## config.mk

```make
export PLATFORM = sky130hd
export DESIGN_NAME = amot_regs
export DESIGN_NICKNAME = d
export VERILOG_FILES = /design/src/amot_pkg.sv /design/src/amot_regs.sv
export VERILOG_INCLUDE_DIRS = /design/src
export SDC_FILE = /design/constraint.sdc
export NUM_CORES = 1
export LEC_CHECK = 0
export ABC_AREA = 1
export BUFFER_PORTS_ARGS = -buffer_cell sky130_fd_sc_hd__buf_2
export CORE_MARGIN = 5
export CORE_UTILIZATION = 25
export CTS_CLUSTER_DIAMETER = 120
export DETAILED_ROUTE_END_ITERATION = 10
export PLACE_DENSITY = 0.51
export SLEW_MARGIN = 15
export SYNTH_ARGS = -nofsm -noshare
export SYNTH_HDL_FRONTEND = slang
export SYNTH_SLANG_ARGS = --single-unit
```

## constraint.sdc

```tcl
create_clock -name clk_sys -period 1 [get_ports clk_sys]
set_input_delay 0.2 -clock clk_sys [delete_from_list [all_inputs] [get_ports clk_sys]]
set_output_delay 0.2 -clock clk_sys [all_outputs]
set_load 0.02 [all_outputs]
```

## src/amot_cfg.svh

```systemverilog
`ifndef AMOT_CFG_SVH
`define AMOT_CFG_SVH
// Register offsets
`define AMOT_ADDR_SUMMARY   10'h2c0
`define AMOT_ADDR_STATUS    10'h2c1
`define AMOT_ADDR_MASK      10'h2c2
`define AMOT_ADDR_LANE      10'h2c4
`define AMOT_ADDR_TRIM0     10'h330
`define AMOT_ADDR_TRIM1     10'h332
`define AMOT_ADDR_TRIM2A    10'h334
// Reset values
`define AMOT_RST_MASK       8'h3f
`define AMOT_RST_STATUS     8'h3f
`define AMOT_RST_LANE       8'hff
`define AMOT_RST_TRIM       16'h0000
// Field positions in mask and status
`define AMOT_BIT_LANE_BUF   5
`define AMOT_BIT_SERDES     4
`define AMOT_BIT_LINK       3
`define AMOT_BIT_REALIGN    2
`define AMOT_BIT_DIVIDER    0
// Status bits that may raise the summary alarm
`define AMOT_ALARM_SRC      8'h3d
`endif

```

## src/amot_pkg.sv

```systemverilog
package amot_pkg;
  typedef logic [7:0]  amot_byte_t;
  typedef logic [15:0] amot_word_t;
  typedef logic [9:0]  amot_addr_t;
  typedef logic [11:0] amot_trim_t;
endpackage

```

## src/amot_regs.sv

```systemverilog
`timescale 1ns/1ps
// Function
// - Mask bit 5 gates lane-buffer fault
// - Mask bit 4 gates serdes lock loss
// - Mask bit 3 gates link-state fault
// - Mask bit 2 gates clock realign
// - Mask bit 0 gates divider mismatch
// - Mask register resets to 0x3f
// - Lane fifo fault on an active lane sets its lane bit
// - Writing one clears a lane bit
// - Clearing summary lane fault clears all lanes
// - Lane register resets to all ones
// - Trim is unsigned 12-bit, drives core0
// - Second trim drives core one
// - Third trim drives core two input A
// - Trim defaults come from fuse memory
// - Summary alarm on any unmasked source flag
// - Any active lane fault sets summary flag
`include "amot_cfg.svh"
module amot_regs
  import amot_pkg::*;
#(
  parameter int LANES = 8
) (
  input  wire logic             clk_sys,
  input  wire logic             reset_n,
  input  wire logic             ce,
  input  wire amot_addr_t       reg_addr,
  input  wire amot_word_t       reg_wdata,
  input  wire logic             reg_wr,
  input  wire logic             reg_rd,
  output amot_word_t            reg_rdata,
  input  wire logic [LANES-1:0] lane_active,
  input  wire logic [LANES-1:0] lane_fifo_err,
  input  wire logic             serdes_lock_lost,
  input  wire logic             link_state_fault,
  input  wire logic             clock_realigned,
  input  wire logic             divider_mismatch,
  input  wire logic             fuse_load,
  input  wire amot_trim_t       fuse_core0_trim,
  input  wire amot_trim_t       fuse_core1_trim,
  input  wire amot_trim_t       fuse_core2_input_a_trim,
  output logic                  alarm_out,
  output amot_trim_t            core0_offset,
  output amot_trim_t            core1_offset,
  output amot_trim_t            core2_input_a_offset
);

  amot_byte_t alarm_source_mask;
  amot_byte_t alarm_status_flags;
  logic [LANES-1:0] lane_buffer_fault_flags;
  amot_word_t core0_offset_trim;
  amot_word_t core1_offset_trim;
  amot_word_t core2_input_a_offset_trim;

  // Write decode per register
  wire wr_mask   = reg_wr && (reg_addr == `AMOT_ADDR_MASK);
  wire wr_status = reg_wr && (reg_addr == `AMOT_ADDR_STATUS);
  wire wr_lane   = reg_wr && (reg_addr == `AMOT_ADDR_LANE);
  wire wr_trim0  = reg_wr && (reg_addr == `AMOT_ADDR_TRIM0);
  wire wr_trim1  = reg_wr && (reg_addr == `AMOT_ADDR_TRIM1);
  wire wr_trim2a = reg_wr && (reg_addr == `AMOT_ADDR_TRIM2A);

  // Hardware events, lane faults only count on active lanes
  wire [LANES-1:0] lane_event = lane_fifo_err & lane_active;
  wire             lane_any   = |lane_event;
  amot_byte_t status_event;
  assign status_event = {2'b00, lane_any, serdes_lock_lost, link_state_fault,
                         clock_realigned, 1'b0, divider_mismatch};

  // Write-one-to-clear; a new event in the same cycle wins
  wire        clr_lane_all = wr_status && reg_wdata[`AMOT_BIT_LANE_BUF];
  wire [LANES-1:0] lane_clr = clr_lane_all ? '1 : (wr_lane ? reg_wdata[LANES-1:0] : '0);
  wire [LANES-1:0] next_lane = (lane_buffer_fault_flags & ~lane_clr) | lane_event;
  amot_byte_t status_clr;
  assign status_clr = wr_status ? reg_wdata[7:0] : 8'h00;
  amot_byte_t next_status;
  assign next_status = (alarm_status_flags & ~status_clr) | status_event;
  amot_byte_t next_mask;
  assign next_mask = wr_mask ? reg_wdata[7:0] : alarm_source_mask;

  // Summary: any unmasked source flag
  function automatic logic summary(input amot_byte_t st, input amot_byte_t mk);
    summary = |(st & ~mk & `AMOT_ALARM_SRC);
  endfunction

  // Trim update: software write, else fuse default load
  function automatic amot_word_t trim_next(input logic wr, input amot_word_t wd,
                                           input logic ld, input amot_trim_t fuse,
                                           input amot_word_t cur);
    if (wr) begin
      trim_next = wd;
    end else if (ld) begin
      trim_next = {4'h0, fuse};
    end else begin
      trim_next = cur;
    end
  endfunction

  // Alarm and lane registers
  always_ff @(posedge clk_sys or negedge reset_n) begin
    if (!reset_n) begin
      alarm_source_mask       <= `AMOT_RST_MASK;
      alarm_status_flags      <= `AMOT_RST_STATUS;
      lane_buffer_fault_flags <= '1;
      alarm_out               <= 1'b0;
    end else if (ce) begin
      alarm_source_mask       <= next_mask;
      alarm_status_flags      <= next_status;
      lane_buffer_fault_flags <= next_lane;
      alarm_out               <= summary(next_status, next_mask);
    end
  end

  // Offset trim registers
  // Calibration access limits rest with software; nothing here blocks a trim write
  always_ff @(posedge clk_sys or negedge reset_n) begin
    if (!reset_n) begin
      core0_offset_trim         <= `AMOT_RST_TRIM;
      core1_offset_trim         <= `AMOT_RST_TRIM;
      core2_input_a_offset_trim <= `AMOT_RST_TRIM;
    end else if (ce) begin
      core0_offset_trim <= trim_next(wr_trim0, reg_wdata, fuse_load, fuse_core0_trim,
                                     core0_offset_trim);
      core1_offset_trim <= trim_next(wr_trim1, reg_wdata, fuse_load, fuse_core1_trim,
                                     core1_offset_trim);
      core2_input_a_offset_trim <= trim_next(wr_trim2a, reg_wdata, fuse_load,
                                             fuse_core2_input_a_trim,
                                             core2_input_a_offset_trim);
    end
  end

  // Low 12 bits feed the converter cores
  assign core0_offset         = core0_offset_trim[11:0];
  assign core1_offset         = core1_offset_trim[11:0];
  assign core2_input_a_offset = core2_input_a_offset_trim[11:0];

  // Read mux, unmapped reads return zero
  amot_word_t rd_mux;
  always_comb begin
    unique case (reg_addr)
      `AMOT_ADDR_SUMMARY: rd_mux = {15'h0000, alarm_out};
      `AMOT_ADDR_STATUS:  rd_mux = {8'h00, alarm_status_flags};
      `AMOT_ADDR_MASK:    rd_mux = {8'h00, alarm_source_mask};
      `AMOT_ADDR_LANE:    rd_mux = 16'(lane_buffer_fault_flags);
      `AMOT_ADDR_TRIM0:   rd_mux = core0_offset_trim;
      `AMOT_ADDR_TRIM1:   rd_mux = core1_offset_trim;
      `AMOT_ADDR_TRIM2A:  rd_mux = core2_input_a_offset_trim;
      default:            rd_mux = 16'h0000;
    endcase
  end

  // Read data stands only in the cycle after the strobe
  always_ff @(posedge clk_sys or negedge reset_n) begin
    if (!reset_n) begin
      reg_rdata <= 16'h0000;
    end else if (ce) begin
      reg_rdata <= reg_rd ? rd_mux : 16'h0000;
    end
  end

  // Helper: mask not yet written since reset
  logic mask_untouched;
  always_ff @(posedge clk_sys or negedge reset_n) begin
    if (!reset_n) begin
      mask_untouched <= 1'b1;
    end else if (ce && wr_mask) begin
      mask_untouched <= 1'b0;
    end
  end

  // Checks
  property p_mask_reset;
    @(posedge clk_sys) disable iff (!reset_n)
    mask_untouched |-> (alarm_source_mask == 8'h3f);
  endproperty
  a_mask_reset: assert property (p_mask_reset) else $error("mask left its reset value");

  property p_lane_buf_gate;
    @(posedge clk_sys) disable iff (!reset_n)
    (alarm_status_flags[5] && !alarm_source_mask[5]) |-> alarm_out;
  endproperty
  a_lane_buf_gate: assert property (p_lane_buf_gate) else $error("lane fault not raised");

  property p_serdes_gate;
    @(posedge clk_sys) disable iff (!reset_n)
    (alarm_status_flags[4] && !alarm_source_mask[4]) |-> alarm_out;
  endproperty
  a_serdes_gate: assert property (p_serdes_gate) else $error("lock loss not raised");

  property p_link_gate;
    @(posedge clk_sys) disable iff (!reset_n)
    (alarm_status_flags[3] && !alarm_source_mask[3]) |-> alarm_out;
  endproperty
  a_link_gate: assert property (p_link_gate) else $error("link fault not raised");

  property p_realign_gate;
    @(posedge clk_sys) disable iff (!reset_n)
    (alarm_status_flags[2] && !alarm_source_mask[2]) |-> alarm_out;
  endproperty
  a_realign_gate: assert property (p_realign_gate) else $error("realign not raised");

  property p_divider_gate;
    @(posedge clk_sys) disable iff (!reset_n)
    (alarm_status_flags[0] && !alarm_source_mask[0]) |-> alarm_out;
  endproperty
  a_divider_gate: assert property (p_divider_gate) else $error("divider not raised");

  property p_all_masked;
    @(posedge clk_sys) disable iff (!reset_n)
    ((alarm_source_mask | ~alarm_status_flags | 8'hc2) == 8'hff) |-> !alarm_out;
  endproperty
  a_all_masked: assert property (p_all_masked) else $error("masked flag raised alarm");

  property p_lane_set;
    @(posedge clk_sys) disable iff (!reset_n)
    (ce && lane_event[0]) |=> (lane_buffer_fault_flags[0] && alarm_status_flags[5]);
  endproperty
  a_lane_set: assert property (p_lane_set) else $error("lane fault not recorded");

  property p_lane_clear;
    @(posedge clk_sys) disable iff (!reset_n)
    (ce && wr_lane && reg_wdata[1] && !lane_event[1]) |=> !lane_buffer_fault_flags[1];
  endproperty
  a_lane_clear: assert property (p_lane_clear) else $error("lane bit not cleared");

  property p_lane_all_clear;
    @(posedge clk_sys) disable iff (!reset_n)
    (ce && clr_lane_all && !lane_any) |=> (lane_buffer_fault_flags == '0);
  endproperty
  a_lane_all_clear: assert property (p_lane_all_clear) else $error("lanes not cleared");

  property p_fuse_load;
    @(posedge clk_sys) disable iff (!reset_n)
    (ce && fuse_load && !wr_trim1) |=> (core1_offset == $past(fuse_core1_trim));
  endproperty
  a_fuse_load: assert property (p_fuse_load) else $error("fuse trim not loaded");

  property p_read_mask;
    @(posedge clk_sys) disable iff (!reset_n)
    (ce && reg_rd && reg_addr == `AMOT_ADDR_MASK)
      |=> (reg_rdata == {8'h00, $past(alarm_source_mask)});
  endproperty
  a_read_mask: assert property (p_read_mask) else $error("mask read wrong");

  // Trim writes reach the core outputs one cycle later
  property p_trim0_write;
    @(posedge clk_sys) disable iff (!reset_n)
    (ce && wr_trim0) |=> (core0_offset == $past(reg_wdata[11:0]));
  endproperty
  a_trim0_write: assert property (p_trim0_write) else $error("core0 trim not applied");

  property p_trim1_write;
    @(posedge clk_sys) disable iff (!reset_n)
    (ce && wr_trim1) |=> (core1_offset == $past(reg_wdata[11:0]));
  endproperty
  a_trim1_write: assert property (p_trim1_write) else $error("core1 trim not applied");

  property p_trim2a_write;
    @(posedge clk_sys) disable iff (!reset_n)
    (ce && wr_trim2a) |=> (core2_input_a_offset == $past(reg_wdata[11:0]));
  endproperty
  a_trim2a_write: assert property (p_trim2a_write) else $error("core2 trim not applied");

  // Summary lane flag clears on a write of one when no lane fault is pending
  property p_status_lane_clear;
    @(posedge clk_sys) disable iff (!reset_n)
    (ce && wr_status && reg_wdata[5] && !lane_any) |=> !alarm_status_flags[5];
  endproperty
  a_status_lane_clear: assert property (p_status_lane_clear) else $error("lane summary kept");

  // A fault on an inactive lane leaves its flag alone
  property p_lane_inactive;
    @(posedge clk_sys) disable iff (!reset_n)
    (ce && !lane_active[6] && !lane_buffer_fault_flags[6]) |=> !lane_buffer_fault_flags[6];
  endproperty
  a_lane_inactive: assert property (p_lane_inactive) else $error("inactive lane recorded");

  // Read data returns to zero without a read strobe
  property p_rdata_idle;
    @(posedge clk_sys) disable iff (!reset_n)
    (ce && !reg_rd) |=> (reg_rdata == 16'h0000);
  endproperty
  a_rdata_idle: assert property (p_rdata_idle) else $error("read data not idle");

  // Clock enable low freezes the state
  property p_ce_freeze;
    @(posedge clk_sys) disable iff (!reset_n)
    !ce |=> ($stable(alarm_source_mask) && $stable(lane_buffer_fault_flags));
  endproperty
  a_ce_freeze: assert property (p_ce_freeze) else $error("state moved while frozen");

  c_unmasked_alarm: cover property (@(posedge clk_sys) disable iff (!reset_n)
    $rose(alarm_out));
  c_lane_clear: cover property (@(posedge clk_sys) disable iff (!reset_n)
    ce && wr_lane ##1 !lane_buffer_fault_flags[0]);
  c_fuse_load: cover property (@(posedge clk_sys) disable iff (!reset_n)
    ce && fuse_load);
  c_lane_persist: cover property (@(posedge clk_sys) disable iff (!reset_n)
    ce && wr_lane && ((reg_wdata[LANES-1:0] & lane_event) != '0));
  c_ce_freeze: cover property (@(posedge clk_sys) disable iff (!reset_n)
    !ce && reg_wr);

endmodule

```

==> results.toml, run 1 <==
[detailed_routing]
highest_layer = "met4"
drt-total-wl_microns = 19800
drc = 0
drtIter0Drc = 299
wl_met3_microns = 1330
met2WireLength_microns = 9480
post_drt_wl_per_cell_microns = 16.9
drt_pass1_iterations = 5
drt-met1-wl_microns = 8680
routed_via_density = 4.58
ant_nets = 0
dr_total_vias = 5368

[synth]
async_flop_share = 1.00
synth-seq-cells = 89
synth_edf_count = 0
synth_common_cells = "182 x nand2_1, 70 x inv_1, 69 x dfrtp_1, 63 x o21ai_0"
yosys_warnings = 0
netlist_instances = 642
synth_ff_type = "dfrtp_1"
ys_seq_area_frac = 0.450
ys_top_cells_by_area = "dfrtp_1 35%, nand2_1 14%, dfstp_2 11%"
synth_top_area_cell = "dfrtp_1"
yosysUniqueCellTypes = 32
synthesis.nets = 730
yosysMostFrequentCell = "nand2_1"
synth_top_area_frac = 0.345
synth_area_sq_um = 5000
avgSynthCellArea_sq_um = 7.79

[worst_setup_path]
criticalPathCategory = "in2reg"
slowest_stage = "nor2_4"
path_buf_inv = 3
required_ns = 1.24
critPathArrivalTime_ns = 1.49
cp_top_family = "simple AND/OR/NAND/NOR gates"
cp-start-kind = "input port"
path_common_cell = "nand2_1"
critical_path.max_fanout = 7
critPathMaxStageDelay_ns = 0.18
r2r-start = "alarm_source_mask[0]"
crit_chain = "buf_8 > nor2_4 > buf_6 > nand3_4 > nor2_4 > buf_6 > nand3_2 > nand2_2 > nand2_1 > nand2_1 > nand2_1 > nor2_1 > a21oi_1"
crit_path_end_kind = "flip-flop"
crit_path_start = "reg_addr[2]"
path_depth = 13
r2r_cells = 8

[floorplanning]
die-area_sq_um = 22900
fp.coreArea_sq_um = 19600
row_count = 51
start_util = 0.255
io_pins = 141
die_w_microns = 151
die_h_microns = 151

[clocking]
cts_tree = "built"
clkSinkCount = 89
htree_levels = 3
path_clk_slew_ns = 0.07
clock_latency_ns = 0.36
cts_made_buffers = 9
clockRootBuffer = "clkbuf_16"
cts_max_path_buffers = 2

[power_and_ir_drop]
clockPowerShare = 0.339
ir_worst_vdd_mv = 0.821
p_seq_frac = 0.409
p_leak_nw = 4.12
p_per_area_nw_per_um2 = 1130
pwr-share-comb = 0.251
internal_power_mw = 6.74
swShare = 0.305
p_switching_mw = 2.95

[status]
violations = "negative setup slack"
status = "finished, violations left"

[placed_design]
pre_cts_ws_ns = -0.733
portBuffers = 140
dpl.hpwl_microns = 14500
place_area_sq_um = 6770
finalWeightedCongestion = 0.827
placedCellCount = 1096

[global_route]
grt_remaining_overflow = 0
grt_max_degree = 37
grt_pass1_wl_microns = 29000
grt_pass1_vias = 5268
grt_use_total = 0.166
antenna_found_initial = 0

[sta]
period_share = 1.24
min_period_ns = 1.24
fin_worst_skew_ns = 0.00801
timing.final.ws_setup_ns = -0.242
max_freq_mhz = 805
rsz0062_at_grt = "true"
setup_viol = 138
worst_pin_slew_ns = 0.392
slew_viol_final = 0
max_slew_margin = 0.738
hold_viol_final = 0

[hold_path]
hold_start = "fuse_core0_trim[5]"
hold_class = "in2reg"
hold_depth = 3

[finish]
area_growth_pct = 71.6
fin_area_sq_um = 8580
final_util = 0.438
antenna_cells = 0
fin_nets = 989
n_fill_cell = 1974
drive_gt1_frac = 0.512
instances_no_fill = 1171

[job]
drv_cap = 0
## worst reg2reg max path: stages (launching register included)
cell and delay [ns]:
dfstp_2 0.54, inv_2 0.04, buf_6 0.10, nand2_1 0.04
nand2_1 0.04, nand2_1 0.06, nand2_1 0.06, nor2_1 0.10
a21oi_1 0.07
## stage by stage
| step | power [mW] | TNS [ns] | hold slack (ns) |
|---|---|---|---|
| 2_1_floorplan | 4.98 | -22.33 | -0.0956 |
| 3_3_place_gp | 5.72 | -51.99 | 0.0249 |
| 3_5_place_dp | 5.72 | -53.56 | 0.0208 |
| 4_1_cts | 9.57 | -19.47 | 0.0910 |
| 5_1_grt | 10.1 | -27.10 | 0.103 |
| 6_report | 9.69 | -20.34 | 0.0979 |
## placed cells by master (no fill, tap or decap), types with 2 or more instances in the layout
cell       Yosys  layout
buf_4         39     110
buf_8          0       4
inv_4          0       2
dfrtp_1       69      69
nand4_1        9       9
o221ai_1       8       8
dfstp_2       20      20
inv_6          0       4
buf_12         0      12
nand4_4        1       3
nor2_4         6      14
inv_1         70      64
nand3_2        5      11
o211ai_1       9       9
buf_2         12      76
inv_2          3       5
nand2_4        1       9
nand2_2        5      22
a22o_1         2       2
o21ai_2        0      16
o31ai_2        0       2
nand3_1       39      26
nand2_8        0       5
nand2_1      182     153
clkbuf_16      0      11
o22ai_2        0      12
nor2_1        33      22
o21ai_1       12      46
a31oi_1       20      17
nor2_2         2       5
nand3_4        1       9
buf_6          1     100
a31oi_4        1       3
o21ai_0       63      13
## state kept, by name, summed over array words and instances, names as in the netlist, named ones only
signal and cells:
reg_rdata 16, core0_offset_trim 16, alarm_source_mask 7, alarm_out 1, lane_buffer_fault_flags 8, core2_input_a_offset_trim 16
alarm_status_flags 8, core1_offset_trim 16
## cell type report
type                    instances  area (sq um)  share of cell area
repair buffers                306          2720               0.317
clock inverters                 6          48.8             0.00569
flip-flops and latches         89          2250               0.262
clock buffers                  10           229              0.0267
well taps                     265           332              0.0386
inverters                      73           299              0.0348
multi-input cells             422          2700               0.315
## per-layer routing
layer / global-route usage / up-vias
met1: 0.223 / 2557
met5: 0 / -
met3: 0.0318 / 20
met4: 0.0435 / 0
met2: 0.275 / 173
li1: - / 2618
## power by group through the flow
| stage | clock network [mW] | registers (mW) | logic (mW) |
|---|---|---|---|
| 5_1_grt | 3.52 | 3.99 | 2.60 |
| 6_report | 3.29 | 3.97 | 2.44 |
| 2_1_floorplan | 0 | 3.96 | 1.01 |
| 4_1_cts | 3.36 | 3.96 | 2.24 |
| 3_3_place_gp | 0 | 4.00 | 1.71 |
| 3_5_place_dp | 0 | 4.00 | 1.72 |
## path summary, 6_finish.rpt
| path | end | slack (ns) |
|---|---|---|
| min in group asynchronous | core1_offset_trim[5] | 0.20 |
| hold / removal | core0_offset_trim[5] | 0.1 |
| setup reg to reg | alarm_out | -0.16 |
| setup / recovery | alarm_out | -0.24 |
| hold reg to reg | flip-flop | 0.47 |
| max in group asynchronous | lane_buffer_fault_flags[0] | 0.36 |
## cells by family (layout without fill, tap and decap cells)
group / after synthesis / after routing / share of synthesized area
AND/OR/NAND/NOR: 286 / 289 / 0.257
flip-flops: 89 / 89 / 0.450
AO/OA/AOI/OAI: 133 / 133 / 0.158
buffers and inverters: 134 / 395 / 0.134
## what timing repair did
action | in CTS | in global routing
hold buffers | 1 | 0
pin swaps | 23 | 33
setup endpoints to repair | 141 | 141
gates cloned | 4 | 3
endpoints found under the hold margin | 69 | 0
buffers inserted | 33 | 25
resized for setup | 215 | 93
Power figures use the tool's default switching activity.
==> inputs of run 2 (changes only) <==
SKIP_LAST_GASP = 1   (was default)
==> run 2 against run 1 <==
The run still ends with negative setup slack left; combinational power is essentially flat; die area is the same; first-iteration DRC count shrank 5.0%; via count grew 1.3%; fmax shrank 1.4%; final cell count grew 0.26%; clock power is essentially flat; worst hold slack gained 0.00053 ns; critical path depth shrank 2; sequential power is essentially flat; sequential share of layout area shrank 0.10 points; non-clock buffer count grew 3.
==> results.toml, run 2 (same netlist as run 1, synthesis figures left out) <==
[global_route]
met1_usage = 0.224
grt_max_degree = 37
top_usage_layer = "met2"
use_met3 = 0.0318
grt_pass1_vias = 5270
grt_use_met2 = 0.275
grt_remaining_overflow = 0
antenna_found_initial = 0
grt_use_total = 0.166
grt_pass1_wl_microns = 29000

[sta]
hold_viol_final = 0
min_period_ns = 1.26
worst_pin_slew_ns = 0.401
rsz0062_at_grt = "true"
slew_viol_final = 0
period_share = 1.26
timing.final.ws_setup_ns = -0.260
fin_worst_skew_ns = 0.00773
max_freq_mhz = 794
setup_viol = 139
max_slew_margin = 0.732

[job]
drv_cap = 0

[detailed_routing]
drc = 0
drt-total-wl_microns = 19900
routed_via_density = 4.63
drtIter0Drc = 284
dr_total_vias = 5438
post_drt_wl_per_cell_microns = 16.9
drt_pass1_iterations = 4
ant_nets = 0

[clocking]
clockRootBuffer = "clkbuf_16"
cts_made_buffers = 9
cts_tree = "built"
path_clk_slew_ns = 0.06
clock_latency_ns = 0.36
clkSinkCount = 89
htree_levels = 3
cts_max_path_buffers = 2

[power_and_ir_drop]
p_switching_mw = 2.96
p_seq_frac = 0.408
internal_power_mw = 6.76
p_leak_nw = 4.12
swShare = 0.305
ir_worst_vdd_mv = 0.819
pwr-share-comb = 0.254
p_per_area_nw_per_um2 = 1130
p_total_mw = 9.73
clockPowerShare = 0.338

[worst_setup_path]
cp_top_family = "simple AND/OR/NAND/NOR gates"
crit_chain = "buf_8 > nor2_4 > nand3_2 > nor2_4 > buf_12 > nand3_4 > nand2_8 > buf_12 > buf_4 > nand2_4 > o21ai_2"
critPathArrivalTime_ns = 1.54
r2r-start = "alarm_source_mask[0]"
crit_path_start = "reg_addr[2]"
required_ns = 1.28
r2r_slack_ns = -0.16
cp-start-kind = "input port"
crit_path_end_kind = "flip-flop"
criticalPathCategory = "in2reg"
slowest_stage = "nor2_4"
critPathMaxStageDelay_ns = 0.19
critical_path.max_fanout = 8
path_buf_inv = 4

[placed_design]
dpl.hpwl_microns = 14500
finalWeightedCongestion = 0.827
place_area_sq_um = 6770
portBuffers = 140

[status]
violations = "negative setup slack"
status = "finished, violations left"

[hold_path]
hold_start = "fuse_core0_trim[5]"
hold_class = "in2reg"

[finish]
final_common_cell = "nand2_1"
fin_area_sq_um = 8620
area_growth_pct = 72.3
fin_nets = 992
antenna_cells = 0
drive_gt1_frac = 0.516
final_cell_mix = "152 x nand2_1, 115 x buf_4, 97 x buf_6, 76 x buf_2, 69 x dfrtp_1"

[floorplanning]
row_count = 51
start_util = 0.255
fp.coreArea_sq_um = 19600
io_pins = 141
die_w_microns = 151
die_h_microns = 151
die-area_sq_um = 22900
-- run 2: cell types whose count changed in the layout (fill, tap and decap cells not counted), sizes merged --
cell / previous run / this run
buf: 303 / 306
-- run 2: final timing paths --
path / cells past startpoint / endpoint
min: 3 / core0_offset_trim[5]
min reg2reg: 2 / flip-flop
min in group asynchronous: 2 / core1_offset_trim[5]
max reg2reg: 6 / reg_rdata[0]
max in group asynchronous: 3 / alarm_status_flags[1]
max: 11 / core0_offset_trim[0]
-- run 2: final cells by class --
| cell class | count | area [sq um] |
|---|---|---|
| multi-input combinational | 422 | 2720 |
| clock buffer | 10 | 229 |
| inverter | 73 | 299 |
| tap | 265 | 332 |
| sequential | 89 | 2250 |
| clock inverter | 6 | 48.8 |
| fill | 1969 | 11000 |
| timing repair buffer | 309 | 2740 |
-- run 2: timing repair --
item,CTS,global route
endpoints found under the hold margin,69,0
endpoints found under the setup margin,141,141
gates cloned,4,3
buffers inserted,33,28
hold buffers,1,0
gates resized for setup,210,104
pin swaps,23,36
-- run 2: power by group through the flow --
stage / Sequential (mW) / Combinational [mW] / Clock (mW)
global route: 3.99 / 2.64 / 3.52
CTS: 3.96 / 2.24 / 3.36
global placement: 4.00 / 1.71 / 0
floorplan: 3.96 / 1.01 / 0
finish: 3.97 / 2.47 / 3.29
detailed placement: 4.00 / 1.72 / 0
-- run 2: per-layer routing --
| metal | share of wire | wire length [microns] | vias up |
|---|---|---|---|
| met5 | 0 | 0 | - |
| met4 | 0.012 | 240 | 0 |
| met3 | 0.069 | 1380 | 18 |
| met2 | 0.49 | 9660 | 199 |
| met1 | 0.43 | 8590 | 2591 |
| li1 | - | - | 2630 |
-- run 2: metrics by stage --
stage               setup WS [ns]  setup TNS [ns]  utilization  hold slack (ns)  cells
global route               -0.312          -26.85        0.440            0.104   1174
finish                     -0.260          -20.36        0.440           0.0984   1174
floorplan                  -0.331          -22.33            -          -0.0956    642
detailed placement         -0.733          -53.56        0.346           0.0208   1096
global placement           -0.682          -51.99        0.346           0.0249   1096
CTS                        -0.236          -19.50        0.412           0.0910   1148
-- run 2: worst reg2reg max path: cells and delay by family (launching register included) --
| kind | cells | cell delay (ns) |
|---|---|---|
| DFF | 1 | 0.54 |
| and+or+nand+nor | 3 | 0.26 |
| AOI/OAI and AO/OA | 2 | 0.25 |
| buffers and inverters | 1 | 0.04 |
